File: src/logic/tlig_pkg.sv
/*
 * Shared definitions for the three-level interrupt gating block: bit
 * positions inside the peripheral control registers, module mask bit
 * positions, reset values, the request state encoding and the carriers.
 * Assumes a single system clock and that every peripheral register is
 * presented to the block as a plain parallel value.
 */
package tlig_pkg;

	////////////////////////////////////////////////////////////////////////
	// vector and control register
	localparam logic [15:0] VECTOR_RESET = 16'h0000;
	localparam int GLOBAL_ENABLE_BIT = 0;

	////////////////////////////////////////////////////////////////////////
	// module mask bit positions
	localparam int MASK_MOD0_BIT = 0;
	localparam int MASK_MOD1_BIT = 1;
	localparam int MASK_MOD2_BIT = 2;
	localparam int MASK_MOD3_BIT = 3;
	localparam int MASK_MOD4_BIT = 4;
	localparam int MASK_SYSTEM_BIT = 7;
	localparam logic [7:0] MASK_RESET = 8'h00;

	////////////////////////////////////////////////////////////////////////
	// local enable and flag positions inside peripheral registers
	localparam int WDOG_ENABLE_BIT = 6;
	localparam int WDOG_FLAG_BIT = 3;
	localparam int TOD_ENABLE_BIT = 1;
	localparam int SUBSEC_ENABLE_BIT = 2;
	localparam int TOD_FLAG_BIT = 6;
	localparam int SUBSEC_FLAG_BIT = 7;
	localparam int SERIAL_ENABLE_BIT = 2;
	localparam int SERIAL_RX_FLAG_BIT = 0;
	localparam int SERIAL_TX_FLAG_BIT = 1;
	localparam int SPI_ENABLE_BIT = 7;
	localparam int SPI_FAULT_FLAG_BIT = 3;
	localparam int SPI_COLLIDE_FLAG_BIT = 4;
	localparam int SPI_OVERRUN_FLAG_BIT = 5;
	localparam int SPI_DONE_FLAG_BIT = 6;
	localparam int TIMER_ENABLE_BIT = 7;
	localparam int TIMER_LCMP_FLAG_BIT = 0;
	localparam int TIMER_CAPT_FLAG_BIT = 1;
	localparam int TIMER_LOVF_FLAG_BIT = 2;
	localparam int TIMER_OVF_FLAG_BIT = 3;

	////////////////////////////////////////////////////////////////////////
	// request sequencer states, gray along idle -> pending -> service
	typedef enum logic [1:0] {
		ST_IDLE = 2'b00,
		ST_PEND = 2'b01,
		ST_SERV = 2'b11
	} tlig_state_type;

	// one bit per interrupt source: flags, set strobes, clear strobes
	typedef struct packed {
		logic [7:0] ext_lo;
		logic [7:0] ext_hi;
		logic tod_alarm;
		logic subsec_alarm;
		logic ser0_rx;
		logic ser0_tx;
		logic ser1_rx;
		logic ser1_tx;
		logic spi_fault;
		logic spi_collide;
		logic spi_overrun;
		logic spi_done;
		logic t0_low_cmp;
		logic t0_low_ovf;
		logic t0_capt;
		logic t0_ovf;
		logic t1_low_cmp;
		logic t1_low_ovf;
		logic wdog;
	} tlig_src_type;

	// peripheral registers that hold the local enables
	typedef struct packed {
		logic [7:0] ext_enable_lo;
		logic [7:0] ext_enable_hi;
		logic [7:0] watchdog_control;
		logic [15:0] rtc_control;
		logic [7:0] serial0_mode;
		logic [7:0] serial1_mode;
		logic [7:0] spi_config;
		logic [7:0] timer0_control_a;
		logic [7:0] timer0_control_b;
		logic [7:0] timer1_control_b;
	} tlig_en_type;

endpackage

File: src/logic/tlig_gate.sv
/*
 * One module-level gate: ORs flag AND local enable over the module's
 * sources and qualifies the result with the module mask bit.
 * Assumes flags and enables arrive already aligned bit for bit.
 */
module tlig_gate #(
	parameter int N = 1
) (
	input wire logic [N-1:0] flags_in,
	input wire logic [N-1:0] enables_in,
	input wire logic module_enable_in,
	output logic req_out
);

	// pure combinational; the caller registers what it exports
	assign req_out = module_enable_in & (|(flags_in & enables_in));

endmodule

File: src/logic/tlig_top.sv
/*
 * Top of the three-level interrupt gating block. Holds every source flag,
 * the vector register and the in-service bit, and offers one request to
 * the core sequencer with a single shared vector.
 * Assumes all inputs are synchronous to clk_in, software strobes are one
 * cycle wide, and the core acknowledges only while int_req_out is high.
 */

// What this block does
// all sources equal priority; one vector register, reset value zero
// module mask bit low blocks that module; high passes unless global off
// local enable high: flag raises request, however it was set
// hardware sets flags, never clears; software clears; set beats clear
// take needs global, module, local enable, flag high, in-service low
// global enable is bit zero of the interrupt control register
// in-service set on vectoring, cleared by return or pop-and-clear
// software clears in-service inside a handler only to allow nesting
// watchdog: mask bit seven, enable bit six, flag bit three
// external 0..7: mask bit zero, enable and flag bit n of low regs
// external 8..15: mask bit one, bit n-8 of high registers
// rtc alarms under mask bit zero; enables bits 1,2; flags bits 6,7
// serial 0 rx/tx under mask bit two, shared enable mode bit two
// serial 1 rx/tx under mask bit three, shared enable mode bit two
// four spi flags under mask bit three, enable config bit seven
// timer 0 low compare/overflow: mask three, enable b bit seven
// timer 0 capture/overflow: mask three, enable a bit seven
// timer 1 low compare/overflow: mask four, enable b bit seven
// module request is OR of flag AND enable; system gates that
// simultaneous sources share one vector; handler reads the flags
module tlig_top
	import tlig_pkg::*;
(
	input wire logic clk_in,
	input wire logic rst_in,
	input wire tlig_src_type flag_event_in,
	input wire tlig_src_type flag_set_sw_in,
	input wire tlig_src_type flag_clr_sw_in,
	input wire tlig_en_type enables_in,
	input wire logic [7:0] module_mask_in,
	input wire logic [7:0] int_control_in,
	input wire logic vector_wr_in,
	input wire logic [15:0] vector_data_in,
	input wire logic core_ack_in,
	input wire logic return_op_in,
	input wire logic in_service_clr_in,
	output tlig_src_type flags_out,
	output logic [7:0] ext_flag_lo_out,
	output logic [7:0] ext_flag_hi_out,
	output logic [7:0] watchdog_flags_out,
	output logic [7:0] rtc_flags_out,
	output logic [7:0] serial0_flags_out,
	output logic [7:0] serial1_flags_out,
	output logic [7:0] spi_flags_out,
	output logic [7:0] timer0_flags_out,
	output logic [7:0] timer1_flags_out,
	output logic [7:0] module_req_out,
	output logic int_req_out,
	output logic vector_take_out,
	output logic [15:0] vector_addr_out,
	output logic in_service_out
);

	////////////////////////////////////////////////////////////////////////
	// helper functions

	// spreads the peripheral enable bits onto the per-source layout
	function automatic tlig_src_type local_enables(input tlig_en_type e);
		tlig_src_type r;
		r = '0;
		r.ext_lo = e.ext_enable_lo;
		r.ext_hi = e.ext_enable_hi;
		r.tod_alarm = e.rtc_control[TOD_ENABLE_BIT];
		r.subsec_alarm = e.rtc_control[SUBSEC_ENABLE_BIT];
		r.ser0_rx = e.serial0_mode[SERIAL_ENABLE_BIT];
		r.ser0_tx = e.serial0_mode[SERIAL_ENABLE_BIT];
		r.ser1_rx = e.serial1_mode[SERIAL_ENABLE_BIT];
		r.ser1_tx = e.serial1_mode[SERIAL_ENABLE_BIT];
		r.spi_fault = e.spi_config[SPI_ENABLE_BIT];
		r.spi_collide = e.spi_config[SPI_ENABLE_BIT];
		r.spi_overrun = e.spi_config[SPI_ENABLE_BIT];
		r.spi_done = e.spi_config[SPI_ENABLE_BIT];
		r.t0_low_cmp = e.timer0_control_b[TIMER_ENABLE_BIT];
		r.t0_low_ovf = e.timer0_control_b[TIMER_ENABLE_BIT];
		r.t0_capt = e.timer0_control_a[TIMER_ENABLE_BIT];
		r.t0_ovf = e.timer0_control_a[TIMER_ENABLE_BIT];
		r.t1_low_cmp = e.timer1_control_b[TIMER_ENABLE_BIT];
		r.t1_low_ovf = e.timer1_control_b[TIMER_ENABLE_BIT];
		r.wdog = e.watchdog_control[WDOG_ENABLE_BIT];
		return r;
	endfunction

	// places four flags of a timer at their control register positions
	function automatic logic [7:0] timer_view(input logic lcmp,
		input logic capt, input logic lovf, input logic ovf);
		logic [7:0] v;
		v = 8'h00;
		v[TIMER_LCMP_FLAG_BIT] = lcmp;
		v[TIMER_CAPT_FLAG_BIT] = capt;
		v[TIMER_LOVF_FLAG_BIT] = lovf;
		v[TIMER_OVF_FLAG_BIT] = ovf;
		return v;
	endfunction

	// places the two flags of a serial port at their control positions
	function automatic logic [7:0] serial_view(input logic rx,
		input logic tx);
		logic [7:0] v;
		v = 8'h00;
		v[SERIAL_RX_FLAG_BIT] = rx;
		v[SERIAL_TX_FLAG_BIT] = tx;
		return v;
	endfunction

	////////////////////////////////////////////////////////////////////////
	// declarations

	tlig_src_type flags;
	tlig_src_type next_flags;
	tlig_src_type src_enable;
	tlig_state_type state;
	tlig_state_type next_state;
	logic [7:0] mreq;
	logic global_int_enable;
	logic in_service_bit;
	logic sys_req;
	logic [15:0] vector_address_reg;

	////////////////////////////////////////////////////////////////////////
	// source flags

	// a hardware event or a software set in the same cycle as a software
	// clear leaves the flag set, so no event is ever dropped
	always_comb begin
		next_flags = (flags & ~flag_clr_sw_in) | flag_set_sw_in
			| flag_event_in; // see
	end

	// hardware only ever sets; nothing here clears without software
	always_ff @(posedge clk_in or posedge rst_in) begin
		if (rst_in) begin
			flags <= '0;
		end else begin
			flags <= next_flags;
		end
	end

	////////////////////////////////////////////////////////////////////////
	// module gates

	assign src_enable = local_enables(enables_in);

	// module 0: external 0..7 plus both rtc alarms
	tlig_gate #(.N(10)) gate_mod0 (
		.flags_in({flags.ext_lo, flags.tod_alarm, flags.subsec_alarm}),
		.enables_in({src_enable.ext_lo, src_enable.tod_alarm,
			src_enable.subsec_alarm}),
		.module_enable_in(module_mask_in[MASK_MOD0_BIT]), // see
		.req_out(mreq[MASK_MOD0_BIT])
	);

	// module 1: external 8..15
	tlig_gate #(.N(8)) gate_mod1 (
		.flags_in(flags.ext_hi),
		.enables_in(src_enable.ext_hi),
		.module_enable_in(module_mask_in[MASK_MOD1_BIT]),
		.req_out(mreq[MASK_MOD1_BIT])
	);

	// module 2: serial port 0
	tlig_gate #(.N(2)) gate_mod2 (
		.flags_in({flags.ser0_rx, flags.ser0_tx}),
		.enables_in({src_enable.ser0_rx, src_enable.ser0_tx}),
		.module_enable_in(module_mask_in[MASK_MOD2_BIT]),
		.req_out(mreq[MASK_MOD2_BIT])
	);

	// module 3: serial port 1, spi and timer 0 share one mask bit
	tlig_gate #(.N(10)) gate_mod3 (
		.flags_in({flags.ser1_rx, flags.ser1_tx, flags.spi_fault,
			flags.spi_collide, flags.spi_overrun, flags.spi_done,
			flags.t0_low_cmp, flags.t0_low_ovf, flags.t0_capt,
			flags.t0_ovf}),
		.enables_in({src_enable.ser1_rx, src_enable.ser1_tx,
			src_enable.spi_fault, src_enable.spi_collide,
			src_enable.spi_overrun, src_enable.spi_done,
			src_enable.t0_low_cmp, src_enable.t0_low_ovf,
			src_enable.t0_capt, src_enable.t0_ovf}),
		.module_enable_in(module_mask_in[MASK_MOD3_BIT]), // see
		.req_out(mreq[MASK_MOD3_BIT])
	);

	// module 4: timer 1 low half
	tlig_gate #(.N(2)) gate_mod4 (
		.flags_in({flags.t1_low_cmp, flags.t1_low_ovf}),
		.enables_in({src_enable.t1_low_cmp, src_enable.t1_low_ovf}),
		.module_enable_in(module_mask_in[MASK_MOD4_BIT]),
		.req_out(mreq[MASK_MOD4_BIT])
	);

	// system module: watchdog
	tlig_gate #(.N(1)) gate_sys (
		.flags_in(flags.wdog),
		.enables_in(src_enable.wdog),
		.module_enable_in(module_mask_in[MASK_SYSTEM_BIT]),
		.req_out(mreq[MASK_SYSTEM_BIT])
	);

	// mask positions with no module behind them never request
	assign mreq[5] = 1'b0;
	assign mreq[6] = 1'b0;

	////////////////////////////////////////////////////////////////////////
	// system request

	assign global_int_enable = int_control_in[GLOBAL_ENABLE_BIT];
	assign in_service_bit = (state == ST_SERV);

	// all modules collapse into one request with no priority among them
	always_comb begin
		sys_req = global_int_enable & (|mreq)
			& ~in_service_bit;
	end

	////////////////////////////////////////////////////////////////////////
	// request sequencer

	// a request withdrawn before the ack (flag cleared, enable dropped)
	// returns to idle rather than vectoring on a stale cause
	always_comb begin
		next_state = state;
		case (state)
			ST_IDLE: begin
				if (sys_req) begin
					next_state = ST_PEND;
				end
			end
			ST_PEND: begin
				if (core_ack_in) begin
					next_state = ST_SERV;
				end else if (!sys_req) begin
					next_state = ST_IDLE;
				end
			end
			ST_SERV: begin
				// software clear opens the window for a nested take
				if (return_op_in || in_service_clr_in) begin
					next_state = ST_IDLE; // see
				end
			end
			default: begin
				next_state = ST_IDLE;
			end
		endcase
	end

	// sequencer state
	always_ff @(posedge clk_in or posedge rst_in) begin
		if (rst_in) begin
			state <= ST_IDLE;
		end else begin
			state <= next_state;
		end
	end

	// request and in-service flops mirror the next state for timing
	always_ff @(posedge clk_in or posedge rst_in) begin
		if (rst_in) begin
			int_req_out <= 1'b0;
			in_service_out <= 1'b0;
			vector_take_out <= 1'b0;
		end else begin
			int_req_out <= (next_state == ST_PEND);
			in_service_out <= (next_state == ST_SERV);
			vector_take_out <= (state == ST_PEND) && core_ack_in;
		end
	end

	////////////////////////////////////////////////////////////////////////
	// vector register

	// one address for every source; a write lands on the next edge
	always_ff @(posedge clk_in or posedge rst_in) begin
		if (rst_in) begin
			vector_address_reg <= VECTOR_RESET;
		end else if (vector_wr_in) begin
			vector_address_reg <= vector_data_in;
		end
	end

	assign vector_addr_out = vector_address_reg;

	////////////////////////////////////////////////////////////////////////
	// status views

	// flags in their peripheral register layout so handler software can
	// find the cause; these lag flags_out by nothing, both are flops
	always_ff @(posedge clk_in or posedge rst_in) begin
		if (rst_in) begin
			flags_out <= '0;
			ext_flag_lo_out <= 8'h00;
			ext_flag_hi_out <= 8'h00;
			watchdog_flags_out <= 8'h00;
			rtc_flags_out <= 8'h00;
			serial0_flags_out <= 8'h00;
			serial1_flags_out <= 8'h00;
			spi_flags_out <= 8'h00;
			timer0_flags_out <= 8'h00;
			timer1_flags_out <= 8'h00;
		end else begin
			flags_out <= next_flags;
			ext_flag_lo_out <= next_flags.ext_lo;
			ext_flag_hi_out <= next_flags.ext_hi;
			watchdog_flags_out <= 8'h00;
			watchdog_flags_out[WDOG_FLAG_BIT] <= next_flags.wdog;
			rtc_flags_out <= 8'h00;
			rtc_flags_out[TOD_FLAG_BIT] <= next_flags.tod_alarm;
			rtc_flags_out[SUBSEC_FLAG_BIT] <= next_flags.subsec_alarm;
			serial0_flags_out <= serial_view(next_flags.ser0_rx,
				next_flags.ser0_tx);
			serial1_flags_out <= serial_view(next_flags.ser1_rx,
				next_flags.ser1_tx);
			spi_flags_out <= 8'h00;
			spi_flags_out[SPI_FAULT_FLAG_BIT] <= next_flags.spi_fault;
			spi_flags_out[SPI_COLLIDE_FLAG_BIT] <= next_flags.spi_collide;
			spi_flags_out[SPI_OVERRUN_FLAG_BIT] <= next_flags.spi_overrun;
			spi_flags_out[SPI_DONE_FLAG_BIT] <= next_flags.spi_done;
			timer0_flags_out <= timer_view(next_flags.t0_low_cmp,
				next_flags.t0_capt, next_flags.t0_low_ovf,
				next_flags.t0_ovf); // see
			timer1_flags_out <= timer_view(next_flags.t1_low_cmp, 1'b0,
				next_flags.t1_low_ovf, 1'b0);
		end
	end

	// gated module requests, for diagnosis and switchback style logic
	always_ff @(posedge clk_in or posedge rst_in) begin
		if (rst_in) begin
			module_req_out <= MASK_RESET;
		end else begin
			module_req_out <= mreq;
		end
	end

endmodule

File: config.mk
export PLATFORM = sky130hd
export DESIGN_NAME = tlig_top
export DESIGN_NICKNAME = d
export VERILOG_FILES = /design/src/logic/tlig_pkg.sv /design/src/logic/tlig_gate.sv /design/src/logic/tlig_top.sv
export SDC_FILE = /design/constraint.sdc
export NUM_CORES = 1
export LEC_CHECK = 0
export BUFFER_PORTS_ARGS = -buffer_cell sky130_fd_sc_hd__buf_4
export CAP_MARGIN = 30
export CORE_AREA = 3 3 139 141
export CTS_CLUSTER_DIAMETER = 120
export DETAILED_ROUTE_END_ITERATION = 6
export DIE_AREA = 0 0 142 144
export PLACE_DENSITY_LB_ADDON = 0.3
export SLEW_MARGIN = 20
export SYNTH_ARGS = -nofsm -noshare
export SYNTH_HDL_FRONTEND = slang
export SYNTH_SLANG_ARGS = --single-unit
File: constraint.sdc
create_clock -name clk_in -period 2.15 [get_ports clk_in]
set_input_delay 0 -clock clk_in [delete_from_list [all_inputs] [get_ports clk_in]]
set_output_delay 0 -clock clk_in [all_outputs]
set_load 0.02 [all_outputs]
==> impl_metrics.toml <==
[synthesis]
syn_inst = 292
synthTopCellsByCount = "buf_4 (75), dfrtp_1 (60), inv_1 (37)"
synth-seq-cells = 60
ys_types = 26
avgSynthCellArea_um2 = 10.1
synth_edf_count = 0
yosys.area.top_type = "dfrtp_1"
synth_top_area_share_pct = 50.8
syn_area_um2 = 2950
yosys_warnings = 0
synth_ff_type = "dfrtp_1"
synthTopCellsByArea = "dfrtp_1 (51%), buf_4 (19%), o21ai_0 (6.1%)"
synth.most_common_cell = "buf_4"
synth-async-reset-ratio_pct = 100
seq_area_frac_synth_pct = 50.8

[power_and_ir_drop]
p_switching_mw = 1.05
pwr-share-seq_pct = 35.8
combPwrFrac_pct = 25.3
p_int_mw = 2.50
p_per_area_nw_per_um2 = 600
leakage_nw = 2.95
pwr-share-clk_pct = 38.8
netSwitchingFraction_pct = 29.5
ir_drop_mv = 0.328

[hold_path]
hp-start = "enables_in[42]"
min_path_type = "primary input to flop"

[placed_design]
gp_congestion = 0.782
dp_hpwl_mm = 7.79
dp_cells = 731
place_ws_ns = 0.180
port_buffers = 243

[critical_path]
arrival_ns = 2.29
worstSetupEndpointType = "flop"
required_ns = 2.37
cp_max_fo = 3
max_stage_delay_ns = 0.55
reg2reg_from = "ext_flag_hi_out[1]$_DFF_PP0_"
r2r_end = "int_req_out$_DFF_PP0_"
cp_slowest_cell = "dlygate4sd3_1"
worstPathCellList = "dlygate4sd3_1, buf_4, nand2_1, dlygate4sd3_1, a21oi_1, or4_1, o311a_1"
crit_start = "enables_in[7]"
r2r_slack_ns = 0.23
endpoint = "int_req_out$_DFF_PP0_"
ff2ff_path_depth = 4
cpMostUsedCell = "dlygate4sd3_1"
cp-start-kind = "primary input"
crit_type = "primary input to flop"

[die]
io_pins = 357
start_util_pct = 16.3
rows = 49
die_area_um2 = 20400
core_um2 = 18100
die_h_um = 144
die_x_um = 142

[cts]
cts.sinks = 60
cts_resized = 0
insertion_delay_ns = 0.34
cts_tree = "yes"
cts_buffers = 9
htreeDepth = 3
clockBufferDepth = 2
cts-root-buf = "clkbuf_16"
clkSlewWorstSetupHoldPaths_ns = 0.06

[sta]
skew_ns = 0.00712
tightestPinTransition_ns = 0.606
setup_violations = 0
fmax_mhz = 484
layout_setup_ws_ns = 0.0822
rsz0062_at_grt = "no"
min_period_ns = 2.07
hold_viol = 0
whs_ns = 0.0497
post-route-period-util_pct = 96.2
slew_violations = 0
slew_headroom_pct = 59.5
fin_tns_setup_ns = 0

[flow_run]
maxCapViolations = 0

[finish]
final_cells = 842
regArea_um2 = 1500
antenna_cells = 0
syn_to_final_growth_pct = 100
fillers = 1825
utilization_pct = 32.7
multiInputGateArea_um2 = 893
fin_nets = 833
drive_above_1_share_pct = 46.5

[global_routing]
grt_pass1_vias = 3140
overflow = 0
grt_use_total_pct = 9.89
antenna_found_initial = 0
grt_max_degree = 37
grt_pass1_wl_mm = 15.6

[detailed_routing]
ant_nets = 0
drc_errors = 0
firstDrtPassIters = 4
wl_per_cell_um = 12.5
vias = 3076
totalWireLength_mm = 10.6
drtIter0Drc = 61
via_per_inst = 3.65

[status]
status = "finished clean"
## metrics by stage
stage,cell area [um2],total power [mW]
2_1_floorplan,3100,1.71
3_3_place_gp,4690,2.06
3_5_place_dp,4690,2.07
4_1_cts,5920,3.64
5_1_grt,5920,3.77
6_report,5920,3.55
## kinds of logic (layout without fill, tap and decap cells)
logic type | Yosys count | after routing | share of synthesized area [%]
compound gates | 56 | 56 | 12.5
flops | 60 | 60 | 50.8
simple gates | 45 | 45 | 6.44
other cells | 1 | 41 | 0.127
mux | 16 | 16 | 6.10
buf+inv | 114 | 395 | 24.0
## power groups by stage
| stage | clock, mW | sequential, mW | combinational, mW |
|---|---|---|---|
| 4_1_cts | 1.46 | 1.27 | 0.905 |
| 5_1_grt | 1.52 | 1.29 | 0.967 |
| 3_5_place_dp | 0 | 1.29 | 0.774 |
| 2_1_floorplan | 0 | 1.38 | 0.335 |
| 3_3_place_gp | 0 | 1.29 | 0.768 |
| 6_report | 1.38 | 1.27 | 0.900 |
## repair_timing
item | CTS | global route
hold buffers | 95 | 0
endpoints found under the hold margin | 80 | 0
buffers inserted | 0 | 0
## routing by layer
| metal | vias to the layer above | track usage, % | share of wire (%) |
|---|---|---|---|
| met5 | - | 0 | 0 |
| met4 | 0 | 4.24 | 2.0 |
| met3 | 16 | 3.27 | 8.6 |
| met2 | 182 | 17.9 | 52 |
| met1 | 1410 | 10.5 | 37 |
| li1 | 1468 | - | - |
## how the worst min path moves through the flow
stage / slack [ns] / depth (start not counted) / endpoint
6_report: 0.05 / 4 / module_req_out[2]$_DFF_PP0_
5_1_grt: 0.06 / 4 / module_req_out[2]$_DFF_PP0_
4_1_cts: 0.04 / 4 / module_req_out[2]$_DFF_PP0_
3_5_place_dp: 0.13 / 2 / vector_addr_out[14]$_DFFE_PP0P_
3_3_place_gp: 0.12 / 2 / timer1_flags_out[0]$_DFF_PP0_
2_1_floorplan: 0.1 / 1 / ext_flag_hi_out[0]$_DFF_PP0_
## worst max-delay path, delay by kind of cell
| kind | cells | cell delay (ns) |
|---|---|---|
| buffers and inverters | 3 | 1.24 |
| AND/OR/NAND/NOR | 2 | 0.59 |
| AO/OA/AOI/OAI | 2 | 0.46 |
## cell type report
cell class                      instances  share of cell area [%]
Clock buffer                            9                    3.80
Clock inverter                          7                   0.972
Inverter                               37                    2.35
Multi-Input combinational cell        158                    15.1
Sequential cell                        60                    25.4
Tap cell                              229                    4.84
Timing Repair Buffer                  342                    47.6
## layout by cell type, fill, tap and decap left out, drive strengths merged, types with 4 or more instances in the layout
cell         instances
dfrtp               60
o21ai               36
nand2                4
inv                 41
conb                41
dlygate4sd3         95
clkbuf               9
mux2                16
nor2                33
a22oi                9
buf                247
## registers in the layout, summed over array words and instances (netlist names), 2 cells and up
name / cells
ext_flag_hi_out: 8
ext_flag_lo_out: 8
module_req_out: 6
rtc_flags_out: 2
serial0_flags_out: 2
serial1_flags_out: 2
spi_flags_out: 4
state: 2
timer0_flags_out: 4
timer1_flags_out: 2
vector_addr_out: 16
No activity file was read; power rests on OpenSTA's default activity.
